File: src/design/cell_monitor_pkg.sv
// constants for the cell monitor sleep, wake and over-temperature control block
package cell_monitor_pkg;
  // register word addresses (byte addresses of aligned 32-bit words)
  localparam logic [7:0] ADDR_CTRL = 8'h00; // sleep select bits
  localparam logic [7:0] ADDR_BAL = 8'h04; // balance switch bits
  localparam logic [7:0] ADDR_OTCFG = 8'h18; // over-temperature config
  localparam logic [7:0] ADDR_STATUS = 8'h1c; // chip status
  localparam logic [7:0] ADDR_IRQFLAG = 8'h24; // sticky interrupt flags
  localparam logic [7:0] ADDR_IRQMASK = 8'h28; // interrupt mask
  localparam logic [7:0] ADDR_GATE = 8'h2c; // charge gate control
  // control register field positions
  localparam int SLP_HI_BIT = 7;
  localparam int SLP_LO_BIT = 6;
  // over-temperature config field positions
  localparam int OT_EN_BIT = 7;
  localparam int OT_ACT_BIT = 4;
  // status register field positions
  localparam int ST_WAKE_A = 0;
  localparam int ST_WAKE_B = 1;
  localparam int ST_OT = 2;
  localparam int ST_LOCK = 3;
  localparam int ST_SLEEP = 4;
  localparam int ST_GATE = 5;
  // charge gate control bit and the all-off balance pattern
  localparam int GATE_BIT = 0;
  localparam logic [7:0] BAL_ALL_OFF = 8'h00;
  // interrupt flag positions
  localparam int IRQ_OT = 0;
  localparam int IRQ_WAKE = 1;
  localparam int IRQ_W = 2;
  // reset values
  localparam logic [1:0] SLP_RESET = 2'h0;
  localparam logic [7:0] BAL_RESET = 8'h00;
  localparam logic [IRQ_W-1:0] MASK_RESET = 2'h3;
  // sleep select code that enters sleep (hi=0, lo=1)
  localparam logic [1:0] SLP_ENTER = 2'h1;
  // wake pulse qualification time
  localparam int CLK_HZ = 25_000_000;
  localparam int WAKE_MIN_US = 1000;
  localparam int WAKE_CYCLES = (CLK_HZ / 1_000_000) * WAKE_MIN_US; // least time, exact
  typedef enum logic [0:0] {
    MODE_NORMAL = 1'b0,
    MODE_SLEEP = 1'b1
  } mode_e;
endpackage

File: src/design/cell_monitor_ctrl.sv
// sleep, wake and over-temperature control logic of the cell monitor
// Function
// - sleep command ignored while any wake high
// - qualified wake pulse restores regulator, normal mode
// - wake status high means wake event occurred
// - charge gate output follows its control input
// - over-temp detection needs enable and balance on
// - over-temp sets status; flag only when unmasked
// - status clears below threshold minus hysteresis
// - action bit: over-temp turns off, locks balance
// - lock released only by writing zero balance
// - wake status a set above wake threshold
// - wake status a clears when source removed
// - wake status readable by host
// - balance stays on until zero or sleep
// - sleep shuts down all outputs; irq is not gated by sleep and stays live
//
// The implementer's own choices: the placing of the registers and register access over Wishbone.
`timescale 1ns/1ps
`default_nettype none
module cell_monitor_ctrl
  import cell_monitor_pkg::*;
#(
  parameter int WAKE_COUNT = WAKE_CYCLES // qualifying wake width in clocks
) (
  input wire logic clk_sys, // system clock, 25 MHz
  input wire logic rst, // async reset, active high
  input wire logic [7:0] wb_adr_i, // wishbone byte address
  input wire logic [31:0] wb_dat_i, // wishbone write data
  output logic [31:0] wb_dat_o, // wishbone read data
  input wire logic wb_we_i, // wishbone write enable
  input wire logic [3:0] wb_sel_i, // wishbone byte selects
  input wire logic wb_cyc_i, // wishbone cycle
  input wire logic wb_stb_i, // wishbone strobe
  output logic wb_ack_o, // wishbone acknowledge
  input wire logic hv_wake_pin_a, // wake comparator a, above threshold
  input wire logic hv_wake_pin_b, // wake comparator b, above threshold
  input wire logic overtemp_hot, // junction above detection threshold
  input wire logic overtemp_cool, // junction below threshold minus hysteresis
  output logic regulator_output, // regulator enable
  output logic charge_gate_out, // charge gate drive, high = pump level
  output logic [7:0] balance_switch_bits, // balance switch drives
  output logic irq // level interrupt
);

  // the block leaves reset in normal mode with the regulator on; all pins
  // above are levels except wb_ack_o, a one-cycle pulse, and the clk_sys edge

  // every comparator pin level is sampled twice before use: the comparators switch
  // on analogue events with no relation to clk_sys
  // input synchronisers, first stage read only by second
  logic [3:0] syncA;
  logic [3:0] syncB;
  always_ff @(posedge clk_sys or posedge rst) begin
    if (rst) begin
      syncA <= 4'h0;
      syncB <= 4'h0;
    end else begin
      syncA <= {overtemp_cool, overtemp_hot, hv_wake_pin_b, hv_wake_pin_a};
      syncB <= syncA;
    end
  end

  logic wakeA;
  logic wakeB;
  logic hot;
  logic cool;
  assign wakeA = syncB[0];
  assign wakeB = syncB[1];
  assign hot = syncB[2];
  assign cool = syncB[3];

  // registers
  mode_e mode;
  logic [1:0] sleepSel;
  logic [7:0] balReg;
  logic otEnable;
  logic otAction;
  logic otStatus;
  logic balLock;
  logic gateCtrl;
  logic [IRQ_W-1:0] irqFlag;
  logic [IRQ_W-1:0] irqMask;
  logic [31:0] wakeCount;
  logic [1:0] wakeStatus;
  logic ack;
  logic [31:0] rdData;

  // bus decode
  // only byte lane 0 carries register bits; a write without it is dropped
  logic access;
  logic wr;
  logic selLo;
  logic hitCtrl;
  logic hitBal;
  logic hitOtcfg;
  logic hitStatus;
  logic hitFlag;
  logic hitMask;
  logic hitGate;
  assign access = wb_cyc_i && wb_stb_i && !ack;
  assign wr = access && wb_we_i;
  assign selLo = wb_sel_i[0];
  assign hitCtrl = wb_adr_i == ADDR_CTRL;
  assign hitBal = wb_adr_i == ADDR_BAL;
  assign hitOtcfg = wb_adr_i == ADDR_OTCFG;
  assign hitStatus = wb_adr_i == ADDR_STATUS;
  assign hitFlag = wb_adr_i == ADDR_IRQFLAG;
  assign hitMask = wb_adr_i == ADDR_IRQMASK;
  assign hitGate = wb_adr_i == ADDR_GATE;

  // wake status follows the comparators while asleep or awake
  assign wakeStatus = {wakeB, wakeA};
  logic anyWake;
  assign anyWake = wakeA || wakeB;

  // sleep command: accepted only with both wake signals low
  // a refused command leaves the control bits as they were
  logic wrCtrl;
  logic sleepCmd;
  logic [1:0] wrSleepSel;
  assign wrCtrl = wr && hitCtrl && selLo;
  assign wrSleepSel = {wb_dat_i[SLP_HI_BIT], wb_dat_i[SLP_LO_BIT]};
  assign sleepCmd = wrCtrl && (wrSleepSel == SLP_ENTER) && !anyWake;

  // wake qualification: a wake pin must stay high for the full count
  // the count runs only while asleep, so a level already high at sleep
  // entry is timed from the entry edge; sleep is refused then anyway
  logic wakeQualified;
  assign wakeQualified = anyWake && (wakeCount >= WAKE_COUNT - 1);

  always_ff @(posedge clk_sys or posedge rst) begin
    if (rst) begin
      wakeCount <= 32'h0;
    end else if (mode == MODE_SLEEP && anyWake && !wakeQualified) begin
      wakeCount <= wakeCount + 32'h1;
    end else begin
      wakeCount <= 32'h0; // short pulse restarts the count
    end
  end

  // operating mode
  always_ff @(posedge clk_sys or posedge rst) begin
    if (rst) begin
      mode <= MODE_NORMAL;
    end else if (mode == MODE_NORMAL && sleepCmd) begin
      mode <= MODE_SLEEP;
    end else if (mode == MODE_SLEEP && wakeQualified) begin
      mode <= MODE_NORMAL;
    end
  end

  logic asleep;
  assign asleep = (mode == MODE_SLEEP);

  // control register keeps the written code; abandoned while waking
  // waking returns the code to its reset value so a read shows normal
  always_ff @(posedge clk_sys or posedge rst) begin
    if (rst) begin
      sleepSel <= SLP_RESET;
    end else if (mode == MODE_SLEEP && wakeQualified) begin
      sleepSel <= SLP_RESET;
    end else if (wrCtrl && !(wrSleepSel == SLP_ENTER && anyWake)) begin
      sleepSel <= wrSleepSel;
    end
  end

  // over-temperature detection and status with hysteresis
  // hysteresis comes from the two comparator levels, not from a timer
  logic otActive;
  logic otEvent;
  assign otActive = otEnable && (balReg != BAL_ALL_OFF);
  assign otEvent = otActive && hot && !otStatus;

  always_ff @(posedge clk_sys or posedge rst) begin
    if (rst) begin
      otStatus <= 1'b0;
    end else if (otActive && hot) begin
      otStatus <= 1'b1;
    end else if (cool || !otEnable) begin
      otStatus <= 1'b0;
    end
  end

  // balance switches with over-temperature lock
  // a trip wins over a same-cycle write, so the write cannot undo it
  logic wrBal;
  logic [7:0] wrBalData;
  assign wrBal = wr && hitBal && selLo;
  assign wrBalData = wb_dat_i[7:0];
  logic otTrip;
  logic balZeroWr;
  assign otTrip = otEvent && otAction;
  assign balZeroWr = wrBal && (wrBalData == BAL_ALL_OFF);

  always_ff @(posedge clk_sys or posedge rst) begin
    if (rst) begin
      balLock <= 1'b0;
    end else if (otTrip) begin
      balLock <= 1'b1;
    end else if (balZeroWr) begin
      balLock <= 1'b0;
    end
  end

  always_ff @(posedge clk_sys or posedge rst) begin
    if (rst) begin
      balReg <= BAL_RESET;
    end else if (sleepCmd || otTrip) begin
      balReg <= BAL_RESET;
    end else if ((wrBal && !balLock) || balZeroWr) begin
      balReg <= wrBalData;
    end
  end

  // write strobes for the plain software registers
  logic wrOtcfg;
  logic wrGate;
  logic wrMask;
  logic wrFlag;
  assign wrOtcfg = wr && hitOtcfg && selLo;
  assign wrGate = wr && hitGate && selLo;
  assign wrMask = wr && hitMask && selLo;
  assign wrFlag = wr && hitFlag && selLo;

  // over-temperature config; clearing enable also drops the status
  always_ff @(posedge clk_sys or posedge rst) begin
    if (rst) begin
      otEnable <= 1'b0;
      otAction <= 1'b0;
    end else if (wrOtcfg) begin
      otEnable <= wb_dat_i[OT_EN_BIT];
      otAction <= wb_dat_i[OT_ACT_BIT];
    end
  end

  // charge gate control bit, drives the gate only while awake
  always_ff @(posedge clk_sys or posedge rst) begin
    if (rst) begin
      gateCtrl <= 1'b0;
    end else if (wrGate) begin
      gateCtrl <= wb_dat_i[GATE_BIT];
    end
  end

  // interrupt mask; all masked out of reset so no stray irq
  always_ff @(posedge clk_sys or posedge rst) begin
    if (rst) begin
      irqMask <= MASK_RESET;
    end else if (wrMask) begin
      irqMask <= wb_dat_i[IRQ_W-1:0];
    end
  end

  // sticky flags: masked over-temp never sets its flag; set wins over clear
  // the wake flag only spares the host a poll of the status word
  logic [IRQ_W-1:0] flagSet;
  logic [IRQ_W-1:0] flagClr;
  logic wakeRise;
  logic anyWakeD;
  // delayed copy resets low, the idle pin level, so no false rise
  always_ff @(posedge clk_sys or posedge rst) begin
    if (rst) begin
      anyWakeD <= 1'b0;
    end else begin
      anyWakeD <= anyWake;
    end
  end
  assign wakeRise = anyWake && !anyWakeD;
  assign flagSet[IRQ_OT] = otEvent && !irqMask[IRQ_OT];
  assign flagSet[IRQ_WAKE] = wakeRise && !irqMask[IRQ_WAKE];
  assign flagClr = wrFlag ? wb_dat_i[IRQ_W-1:0] : '0;

  always_ff @(posedge clk_sys or posedge rst) begin
    if (rst) begin
      irqFlag <= '0;
    end else begin
      irqFlag <= (irqFlag & ~flagClr) | flagSet;
    end
  end

  // read mux: one named word per register, or-ed under its hit;
  // unmapped addresses hit nothing and so read zero
  logic [7:0] statusByte;
  logic [31:0] rdCtrl;
  logic [31:0] rdBal;
  logic [31:0] rdOtcfg;
  logic [31:0] rdStatus;
  logic [31:0] rdFlag;
  logic [31:0] rdMask;
  logic [31:0] rdGate;
  assign statusByte = {2'h0, gateCtrl, asleep, balLock, otStatus, wakeStatus};
  assign rdCtrl = {{(31-SLP_HI_BIT){1'b0}}, sleepSel, {SLP_LO_BIT{1'b0}}};
  assign rdBal = {24'h0, balReg};
  assign rdOtcfg = (32'(otEnable) << OT_EN_BIT) | (32'(otAction) << OT_ACT_BIT);
  assign rdStatus = {24'h0, statusByte};
  assign rdFlag = 32'(irqFlag);
  assign rdMask = 32'(irqMask);
  assign rdGate = 32'(gateCtrl) << GATE_BIT;
  assign rdData = ({32{hitCtrl}} & rdCtrl)
    | ({32{hitBal}} & rdBal)
    | ({32{hitOtcfg}} & rdOtcfg)
    | ({32{hitStatus}} & rdStatus)
    | ({32{hitFlag}} & rdFlag)
    | ({32{hitMask}} & rdMask)
    | ({32{hitGate}} & rdGate);

  // single-wait-state slave: ack one cycle after request; the !ack in
  // access keeps a held strobe from being taken twice
  always_ff @(posedge clk_sys or posedge rst) begin
    if (rst) begin
      ack <= 1'b0;
    end else begin
      ack <= access;
    end
  end

  // read data stands only beside ack and is zero otherwise
  always_ff @(posedge clk_sys or posedge rst) begin
    if (rst) begin
      wb_dat_o <= 32'h0;
    end else begin
      wb_dat_o <= access ? rdData : 32'h0;
    end
  end
  assign wb_ack_o = ack;

  // outputs; sleep shuts regulator, charge gate and balance down, irq stays live
  // registered, so each output trails the mode change by one cycle
  always_ff @(posedge clk_sys or posedge rst) begin
    if (rst) begin
      regulator_output <= 1'b1;
      charge_gate_out <= 1'b0;
      balance_switch_bits <= BAL_ALL_OFF;
      irq <= 1'b0;
    end else begin
      regulator_output <= !asleep;
      charge_gate_out <= !asleep && gateCtrl;
      balance_switch_bits <= asleep ? BAL_ALL_OFF : balReg;
      irq <= |(irqFlag & ~irqMask);
    end
  end

endmodule // cell_monitor_ctrl
`default_nettype wire

File: config.mk
export PLATFORM = sky130hd
export DESIGN_NAME = cell_monitor_ctrl
export DESIGN_NICKNAME = d
export VERILOG_FILES = /design/src/design/cell_monitor_pkg.sv /design/src/design/cell_monitor_ctrl.sv
export SDC_FILE = /design/constraint.sdc
export NUM_CORES = 1
export LEC_CHECK = 0
export ABC_AREA = 1
export BUFFER_PORTS_ARGS = -buffer_cell sky130_fd_sc_hd__buf_2
export CAP_MARGIN = 20
export CORE_MARGIN = 2
export CORE_UTILIZATION = 47
export DETAILED_ROUTE_END_ITERATION = 7
export GPL_ROUTABILITY_DRIVEN = 0
export PLACE_DENSITY_LB_ADDON = 0.3
export SLEW_MARGIN = 20
export SYNTH_ARGS = -nofsm -noshare
export SYNTH_HDL_FRONTEND = slang
export SYNTH_SLANG_ARGS = --single-unit
export TNS_END_PERCENT = 20
File: constraint.sdc
create_clock -name clk_sys -period 7.3 [get_ports clk_sys]
set_input_delay 0.73 -clock clk_sys [delete_from_list [all_inputs] [get_ports clk_sys]]
set_output_delay 0.73 -clock clk_sys [all_outputs]
set_load 0.02 [all_outputs]
# --- Word level (Yosys, flattened, before mapping) ---
# Cells that the tools add are included.
word_totals:
  register_bits: 105
  in_bits: 53
  out_inout_bits: 44
  elab_cells: 121
classes:
  add_sub_neg: 1
  order_cmp: 1
  eq_ne: 7
  n_mux: 14
  bitwise: 20
  n_reduce_logical: 58
op_table:
  columns: ["cell", "count"]
  rows:
  - ["$or A32 B32 Y32", 6]
  - ["$and A32 B8 Y32", 3]
  - ["$and A32 B2 Y32", 2]
  - ["$mux W32", 2]
  - ["$logic_and A1 B1 Y1", 34]
  - ["$add A32 B1 Y32 const B", 1]
  - ["$and A32 B1 Y32", 1]
  - ["$and A32 B6 Y32", 1]
  - ["$ge A32 B15 Y1 const B", 1]
  - ["$eq A8 B6 Y1 const B", 3]
  - ["$mux W8", 3]
  - ["$eq A8 B5 Y1 const B", 2]
  - ["$logic_not A8 Y1", 2]
  - ["$logic_not A1 Y1", 11]
  - ["$reduce_bool A2 Y1", 5]
  - ["$eq A8 B3 Y1 const B", 1]
  - ["$or A8 B5 Y8", 1]
  - ["$reduce_bool A8 Y1", 1]
  - ["$mux W1", 6]
  - ["$mux W2", 3]
  - ["$and A2 B2 Y2", 2]
  - ["$logic_or A1 B1 Y1", 4]
  - ["$not A2 Y2", 2]
  - ["$eq A2 B1 Y1 const B", 1]
  - ["3 further kinds", 3]

# --- Logic depth before layout (Yosys ltp) ---
# Gate-level depths: netlist of run 1.
logic_depth:
  depth_word: 9
  mapped_depth: 10
  mapped_depth_nobuf: 10

# --- Least setup slack after synthesis of run 1 ---
# Ideal clock, no wire load.
synth_timing:
  path_type: "input to register"
  start: "input port wb_cyc_i"
  end: "register balReg[0]"
  setup_time_ns: 0.126
  t_arrival_ns: 1.589
  t_required_ns: 7.174
  path_slack_ns: 5.585
  cell_stages: 9
  path_buffers: 1
  cell_sequence: "nand2_1 nor2_4 inv_4 nor2_8 and2_1 buf_6 nand2_4 nor2_1 nor3_1"
synth_via:
  elab_chain_cells: 9
  word_cells_on_any_way: 15
  cone_classes: "1 x mux; 14 x reduce/logical"
synth_lines:
  columns: ["element", "line_no", "text"]
  rows:
  - ["from (decl)", "cell_monitor_ctrl.sv:33", "input wire logic wb_cyc_i,"]
  - ["$logic_and A1 B1 Y1 * (2 in series)", "cell_monitor_ctrl.sv:101", "assign access = wb_cyc_i && wb_stb_i && !ack;"]
  - ["net access", "cell_monitor_ctrl.sv:91", "logic access;"]
  - ["$logic_and A1 B1 Y1 *", "cell_monitor_ctrl.sv:102", "assign wr = access && wb_we_i;"]
  - ["$logic_and A1 B1 Y1 (2 in series)", "cell_monitor_ctrl.sv:122", "assign wrCtrl = wr && hitCtrl && selLo;"]
  - ["$logic_and A1 B1 Y1 (2 in series)", "cell_monitor_ctrl.sv:124", "assign sleepCmd = wrCtrl && (wrSleepSel == SLP_ENTER) && !anyWake;"]
  - ["$logic_or A1 B1 Y1", "cell_monitor_ctrl.sv:209", "end else if (sleepCmd || otTrip) begin"]
  - ["$mux W8 / $reduce_bool A2 Y1 (equally long branches)", null, null]
  - ["to (signal assigned)", "cell_monitor_ctrl.sv:212", "balReg <= wrBalData;"]
  - ["to (decl)", "cell_monitor_ctrl.sv:76", "logic [7:0] balReg;"]
# The timed path passes the listed nets; every way through them passes the cells marked *.
# A chain may end at the register's enable or synchronous reset.

# --- Worst setup path after layout of run 1 ---
layout_timing:
  start: "input port wb_adr_i[1]"
  end: "register balReg[2]"
layout_via:
  elab_chain_cells: 7
  word_cells_on_any_way: 14
  cone_classes: "1 x eq/ne; 1 x mux; 12 x reduce/logical"
layout_lines:
  columns: ["element", "line_no", "text"]
  rows:
  - ["from (decl)", "cell_monitor_ctrl.sv:28", "input wire logic [7:0] wb_adr_i,"]
  - ["$logic_not A8 Y1", "cell_monitor_ctrl.sv:104", "assign hitCtrl = wb_adr_i == ADDR_CTRL;"]
  - ["$logic_and A1 B1 Y1 (2 in series)", "cell_monitor_ctrl.sv:122", null]
  - ["$logic_and A1 B1 Y1 (2 in series)", "cell_monitor_ctrl.sv:124", null]
  - ["$logic_or A1 B1 Y1", "cell_monitor_ctrl.sv:209", null]
  - ["$mux W8 / $reduce_bool A2 Y1 (equally long branches)", null, null]
# Several ways; a longest one is shown, not always the timed one.

==> results of run 1 <==
path summary, 6_finish.rpt:
path | endpoint | cells past startpoint | slack, ps
min in group asynchronous | syncA[0] | 3 | 670
setup / recovery | balReg[2] | 8 | 5490
max in group asynchronous | wb_dat_o[7] | 3 | 5990
hold / removal | syncB[1] | 0 | 350
hold reg to reg | syncB[1] | 0 | 350
setup reg to reg | balReg[2] | 7 | 5620
flip-flops by register name (all words and copies together) (netlist names), 2 cells and up:
| name | count |
|---|---|
| balReg | 8 |
| balance_switch_bits | 8 |
| irqFlag | 2 |
| irqMask | 2 |
| sleepSel | 2 |
| syncA | 4 |
| syncB | 4 |
| wakeCount | 32 |
| wb_dat_o | 8 |
per-stage QoR:
| stage | area [sq um] | total power, mW | setup slack, ps |
|---|---|---|---|
| final | 4010 | 0.804 | 5490 |
| after global routing | 4010 | 0.837 | 5380 |
| after CTS | 4010 | 0.813 | 5510 |
| after detailed placement | 3830 | 0.517 | 5140 |
| after global placement | 3830 | 0.516 | 5210 |
| after floorplan | 3660 | 0.510 | 4490 |
where the power goes:
group          internal, mW  leakage [nW]  switching (mW)
clock                 0.142        0.0846           0.155
combinational        0.0101         0.879          0.0358
sequential            0.458          1.03         0.00391
total                 0.609          1.99           0.195
cells in the final DEF, fill, tap and decap left out, drive strengths merged:
cell / n
nor3: 11
a21oi: 17
xor2: 2
o22ai: 1
and2: 1
o21bai: 1
nor4: 2
inv: 43
nand4: 4
clkinv: 2
nand3b: 1
a22oi: 1
clkinvlp: 3
dfrtp: 78
or2: 2
conb: 41
and3: 2
ha: 1
nand2: 82
o31ai: 3
nor2: 70
nor3b: 4
clkbuf: 12
dfstp: 3
buf: 46
a41oi: 1
nand3: 15
o21ai: 12
final cells by class:
type / count / share of cell area [%]
clock buffers: 12 / 3.87
clock inverters: 4 / 0.687
inverters: 44 / 4.21
multi-input cells: 274 / 31.7
flip-flops and latches: 81 / 50.7
well taps: 99 / 3.09
repair buffers: 46 / 5.81
layer usage:
layer / part of all wire (%) / GRT usage (%) / wire [microns]
met2: 50 / 28.4 / 3150
met3: 4.6 / 5.34 / 290
met5: 0 / 0 / 0
met4: 0.98 / 5.26 / 62
met1: 45 / 20.4 / 2820
cells by family after synthesis:
| family | count (synthesis) | share of synthesized area (%) |
|---|---|---|
| other | 1 | 0.107 |
| and+or+nand+nor | 194 | 25.2 |
| buffers and inverters | 70 | 10.3 |
| AOI/OAI and AO/OA | 36 | 5.73 |
| xor gates and xnor gates | 2 | 0.499 |
| DFF | 81 | 57.8 |
| adders and majority gates | 1 | 0.356 |
==> flow_summary.toml, run 1 <==
[run_status]
outcome = "finished, final reports clean"

[timing]
finalSetupViolCount = 0
worst_pin_slew_ps = 979
drv_slew = 0
fin_skew_ps = 8.04
tns_ps = 0
relSlewSlack_pct = 34.7
rsz0062_at_grt = "no"
min_period_ps = 1810
hold_viol = 0
post-route-period-util_pct = 24.8
fmax_ghz = 0.553
holdWs_ps = 351

[synth]
ys_async_sr_fraction_pct = 100
synthTopCellsByCount = "nand2_1, dfrtp_1, nor2_1"
synth.largest_area_cell = "dfrtp_1"
synth_edf_count = 0
synth_top_area_share_pct = 55.6
netlist_area_sq_um = 3510
synth.most_common_cell = "nand2_1"
yosys_register_bits = 81
syn_inst = 385
ys_types = 38
ys_top_cells_by_area = "dfrtp_1, nand2_1, nor2_1"
yosys_warnings = 0
synthFlopType = "dfrtp_1"
ys_seq_area_share_pct = 57.8
synth.avg_cell_area_sq_um = 9.13

[final_layout]
fin_nets = 510
fin_util_pct = 55.3
nFillCells = 675
fin_cells = 560
synthToLayoutAreaGrowth_pct = 14.1
multiInputGateArea_sq_um = 1270
diodes = 0
drive_gt1_share_pct = 17.8
seq_area_sq_um = 2030

[routing]
drt_first_iter_violations = 159
drc_errors = 0
vias_per_cell = 4.55
wl_per_cell_microns = 11.3
dr_total_vias = 2549
ant_nets = 0
routed_wl_microns = 6330
dr.pass1.iters = 4

[critical_path]
cp_slowest_stage_delay_ps = 390
path_buf_inv = 1
startpoint = "wb_adr_i[1]"
timing.critical_path.mode_cell = "nor2_4"
crit_family = "simple AND/OR/NAND/NOR gates"
cp-end-kind = "register"
critPathSlowestCell = "and2_1"
required_ps = 7530
crit_type = "input pin to register"
r2r_start = "wb_ack_o"
arrival_ps = 2040
critPathLaunchType = "input pin"
worstPathCellList = "buf_2 > nor2_4 > nand3_2 > nor2_4 > and2_1 > nand2_4 > nor2_1 > nor3_1"
worstPathMaxFanout = 9

[grt]
grt_pass1_vias = 2413
grt_overflow = 0
grt_first_pass_wirelength_microns = 10900
antenna_found_initial = 0
grt_max_degree = 82
gr-usage-all-layers_pct = 16.8

[die]
die_x_microns = 90.5
start_util_pct = 48.4
die_h_microns = 90.5
die_area_sq_um = 8180
core_area_sq_um = 7250
floorplan.rows = 31
pin_count = 97

[worst_hold_path]
worstHoldStart = "syncA[1]"
hold_class = "register to register"

[power]
peakVddDrop_mv = 0.132
p_per_area_nw_per_um2 = 201
cellLeakagePower_nw = 1.99

[clock_tree]
cts_tree = "built"
cts_buffer_depth = 2
cts_setup_buffers = 0
root_buffer = "clkbuf_8"
clkTransAtPathRegs_ps = 80
insertion_delay_ps = 350
cts.htree.levels = 3
cts_buffers = 9
numClockSinks = 81
hold_buffers = 0
cts_resized = 0

[placed_design]
dp.cells = 544
port_buffers = 45
hpwl_microns = 4640

[run]
cap_violations = 0
Power figures use the tool's default switching activity.
==> run 2, diff against run 1 <==
- clock period: 7.3 -> 1.6 ns (I/O delays scaled with it)
==> flow_summary.toml, run 2 (synthesized netlist as in run 1, its figures left out) <==
[worst_hold_path]
hold_class = "input pin to register"

[timing]
drv_slew = 0
hold_viol = 0
rsz0062_at_grt = "yes"
post-route-period-util_pct = 95.5
finalSetupViolCount = 0
fmax_ghz = 0.655
min_period_ps = 1530
tns_ps = 0
fin_skew_ps = 10.9
holdWs_ps = 98.9
setup_slack_ps = 72.4

[clock_tree]
cts_buffer_depth = 2
root_buffer = "clkbuf_8"
cts_tree = "built"
clkTransAtPathRegs_ps = 80
cts_buffers = 9
insertion_delay_ps = 340
cts.htree.levels = 3
numClockSinks = 81

[grt]
grt_first_pass_wirelength_microns = 11800
gr-usage-all-layers_pct = 18.0
grt_max_degree = 56
grt_pass1_vias = 2688
antenna_found_initial = 0
grt_overflow = 0

[power]
p_int_mw = 2.95
p_switching_mw = 0.879
cellLeakagePower_nw = 2.12
combPwrFrac_pct = 6.3
seq_power_share_pct = 54.8
peakVddDrop_mv = 0.569
total_power_mw = 3.83
p_sw_share_pct = 22.9
p_per_area_nw_per_um2 = 903
pwr-share-clk_pct = 38.9

[die]
floorplan.rows = 31
die_area_sq_um = 8180
pin_count = 97
die_x_microns = 90.5
core_area_sq_um = 7250
start_util_pct = 48.4
die_h_microns = 90.5

[routing]
routed_wl_microns = 6780
dr.pass1.iters = 4
met1Wirelength_microns = 2790
vias_per_cell = 4.60
wl_met2_microns = 3550
ant_nets = 0
route.met3.wl_microns = 334
drc_errors = 0
wl_per_cell_microns = 11.8
dr_total_vias = 2651
drt_first_iter_violations = 89
highest_layer = "met4"

[final_layout]
diodes = 0
final_cell_area_sq_um = 4240
multiInputGateArea_sq_um = 1320
final_common_cell = "dfrtp_1"
seq_area_sq_um = 2030
synthToLayoutAreaGrowth_pct = 20.8
nFillCells = 672
drive_gt1_share_pct = 22.0
fin_util_pct = 58.5
fin_nets = 527
fin_cells = 576
final_cell_mix = "dfrtp_1, nand2_1, nor2_1"
largest_reg_flops = 32
largest-register = "wakeCount"

[critical_path]
critPathLaunchType = "register"
worstPathMaxFanout = 9
path_buf_inv = 0
crit_type = "register to register"
crit_family = "simple AND/OR/NAND/NOR gates"
cp_slowest_stage_delay_ps = 390
cp-end-kind = "register"
arrival_ps = 1770
worstPathCellList = "ha_2 > nand2_4 > nand3_2 > nand2_1 > nand2_1 > nand2_2 > nand3_2 > nor3b_1"
critPathSlowestCell = "dfrtp_1"
required_ps = 1840

[placed_design]
port_buffers = 45
placed_area_sq_um = 3920
dp.cells = 553
hpwl_microns = 4880
dp_worst_setup_slack_ps = 9.58

[run]
cap_violations = 0

[run_status]
outcome = "finished, final reports clean"
run 2: changes by cell type in the layout (fill, tap and decap cells not counted), sizes merged:
cell         before  now
clkbuf           12   13
clkinv            2    0
clkinvlp          3    2
dlygate4sd3       0    5
bufinv            0    1
buf              46   58
run 2: area by class of cell:
type / count / share of cell area (%)
sequential: 81 / 47.8
multi-input combinational: 274 / 31.2
timing repair buffer: 63 / 9.38
inverter: 44 / 4.04
clock buffer: 13 / 3.74
tap: 99 / 2.92
clock inverter: 2 / 0.884
run 2: power by group through the flow:
stage          Sequential [mW]  Combinational, mW  Clock (mW)
2_1_floorplan             2.14              0.184           0
3_3_place_gp              2.14              0.229           0
3_5_place_dp              2.14              0.232           0
4_1_cts                   2.10              0.243        1.53
5_1_grt                   2.10              0.272        1.62
6_report                  2.10              0.241        1.49
run 2: tightest hold or removal path, stage by stage:
cell and delay (ps):
buf_2 90, nand2_1 90, nor2_4 60
run 2: routing by layer:
| layer | GRT usage [%] | up-vias |
|---|---|---|
| met4 | 9.23 | 0 |
| met3 | 3.34 | 10 |
| li1 | - | 1323 |
| met1 | 21.4 | 1240 |
| met5 | 0 | - |
| met2 | 31.0 | 78 |
run 2: final timing paths:
| path | start | to | slack [ps] | cells past startpoint |
|---|---|---|---|---|
| max | wakeCount[1] | wakeCount[3] | 70 | 8 |
| min | wb_stb_i | wb_ack_o | 100 | 3 |
| max reg2reg | wakeCount[1] | wakeCount[3] | 70 | 8 |
| min reg2reg | syncA[0] | syncB[0] | 350 | 0 |
| max in group asynchronous | rst | regulator_output | 840 | 4 |
| min in group asynchronous | rst | wb_dat_o[2] | 420 | 4 |
run 2: repair_timing:
| action | 4_1_cts | 5_1_grt |
|---|---|---|
| gates resized for setup | 2 | 14 |
| setup buffers | 0 | 3 |
| setup endpoints to repair | 2 | 23 |
| hold buffers | 5 | 0 |
| pin swaps | 0 | 8 |
| endpoints found under the hold margin | 82 | 0 |
==> run 3, diff against run 2 <==
- CORE_ASPECT_RATIO: unset -> 0.6
- CTS_BUF_LIST: unset -> sky130_fd_sc_hd__clkbuf_8
- SKIP_LAST_GASP: unset -> 1
==> flow_summary.toml, run 3 (synthesized netlist as in run 1, its figures left out) <==
[run_status]
outcome = "finished, final reports clean"

[grt]
grt_pass1_vias = 2464
grt_first_pass_wirelength_microns = 11800
grt_busiest_layer = "met1"
grt_overflow = 0
use_met1_pct = 28.6
antenna_found_initial = 0
grtUsageMet3_pct = 7.80
gr-usage-all-layers_pct = 19.3
use_met2_pct = 25.3
grt_max_degree = 82

[final_layout]
diodes = 0
final_cell_mix = "dfrtp_1, nand2_1, nor2_1"
synthToLayoutAreaGrowth_pct = 21.0
largest-register = "wakeCount"
largest_reg_flops = 32
drive_gt1_share_pct = 22.1
fin_nets = 528
final_cell_area_sq_um = 4250
final_common_cell = "dfrtp_1"

[critical_path]
cp_slowest_stage_delay_ps = 370
crit_type = "register to register"
arrival_ps = 1810
critPathSlowestCell = "dfrtp_1"
worstPathCellList = "buf_4 > buf_4 > nand3_1 > nor2_1 > and3_1 > nand2_1 > nor3b_1 > nor2_1"
cp-end-kind = "register"
worstPathMaxFanout = 3
required_ps = 1850
r2r_slack_ps = 40
critPathLaunchType = "register"

[routing]
ant_nets = 0
drc_errors = 0
drt_first_iter_violations = 209
vias_per_cell = 4.60
routed_wl_microns = 7050
dr.pass1.iters = 5
wl_per_cell_microns = 12.1
dr_total_vias = 2684

[die]
die_x_microns = 116
die_area_sq_um = 8210
core_area_sq_um = 7270
start_util_pct = 48.3
floorplan.rows = 24
pin_count = 97
die_h_microns = 71.0

[power]
p_per_area_nw_per_um2 = 930
p_sw_share_pct = 23.4
cellLeakagePower_nw = 2.10
combPwrFrac_pct = 6.0
peakVddDrop_mv = 0.633
pwr-share-clk_pct = 40.8
p_switching_mw = 0.927
seq_power_share_pct = 53.1
p_int_mw = 3.03

[placed_design]
placed_area_sq_um = 3940
port_buffers = 45
hpwl_microns = 5220

[timing]
fmax_ghz = 0.642
rsz0062_at_grt = "yes"
tns_ps = 0
hold_viol = 0
min_period_ps = 1560
post-route-period-util_pct = 97.4
fin_skew_ps = 10.6
drv_slew = 0
finalSetupViolCount = 0

[clock_tree]
cts_buffer_depth = 2
insertion_delay_ps = 370
numClockSinks = 81
clkTransAtPathRegs_ps = 80
cts.htree.levels = 3
cts_buffers = 9
root_buffer = "clkbuf_8"
cts_tree = "built"

[run]
cap_violations = 0

[worst_hold_path]
hold_class = "input pin to register"
==> run 3: changes by cell type in the layout (fill, tap and decap cells not counted), moves of 2 or more <==
cell,previous run,this run
clkinv_4,0,2
clkbuf_1,2,0
nand2_1,75,73
buf_4,11,13
clkbuf_8,11,9
nand2_2,5,8
==> run 3: path summary, 6_finish.rpt <==
path                         startpoint                to  cells past startpoint
setup / recovery           wakeCount[0]     wakeCount[13]                      8
hold / removal              wb_dat_i[0]          gateCtrl                      3
setup reg to reg           wakeCount[0]     wakeCount[13]                      8
hold reg to reg                syncA[3]          syncB[3]                      0
max in group asynchronous           rst  regulator_output                      4
min in group asynchronous           rst          otStatus                      4
==> run 3: power groups by stage <==
stage	clock network, mW	registers [mW]	logic, mW
after floorplan	0	2.14	0.184
after global placement	0	2.14	0.222
after detailed placement	0	2.14	0.228
after CTS	1.67	2.10	0.238
after global routing	1.76	2.11	0.268
final	1.61	2.10	0.238
==> run 3: worst max-delay path: cells and delay by family, from the launching register on <==
family,cells,cell delay [ps]
AND/OR/NAND/NOR,6,880
buffers and inverters,2,200
flip-flops,1,370
==> run 3: through the flow <==
stage | hold slack [ps] | power [mW] | utilization, % | worst slack, ps | cells
floorplan | 191 | 2.33 | - | 173 | 425
global placement | 269 | 2.36 | 54.2 | 45.0 | 561
detailed placement | 269 | 2.37 | 54.2 | -21.3 | 561
CTS | 56.2 | 4.01 | 57.9 | -47.2 | 582
global route | 67.8 | 4.13 | 58.5 | -61.3 | 583
finish | 71.1 | 3.95 | 58.5 | 41.3 | 583
==> run 3: metal layers <==
metal	wire (microns)	vias to the layer above
met5	0	-
met4	125	0
met3	666	13
met2	2830	114
met1	3430	1233
li1	-	1324
==> run 3: layout make-up <==
cell class	instances	area, sq um
tap	104	130
clock inverter	7	96.3
fill	674	3020
inverter	44	171
timing repair buffer	64	393
clock buffer	9	124
sequential	81	2030
multi-input combinational	274	1310
==> run 3: timing repair <==
action,in CTS,in global routing
hold buffers,5,0
gates cloned,0,0
pin swaps,0,0
endpoints found under the hold margin,82,0
setup buffers,0,1
setup endpoints to repair,6,26
resized for setup,0,12
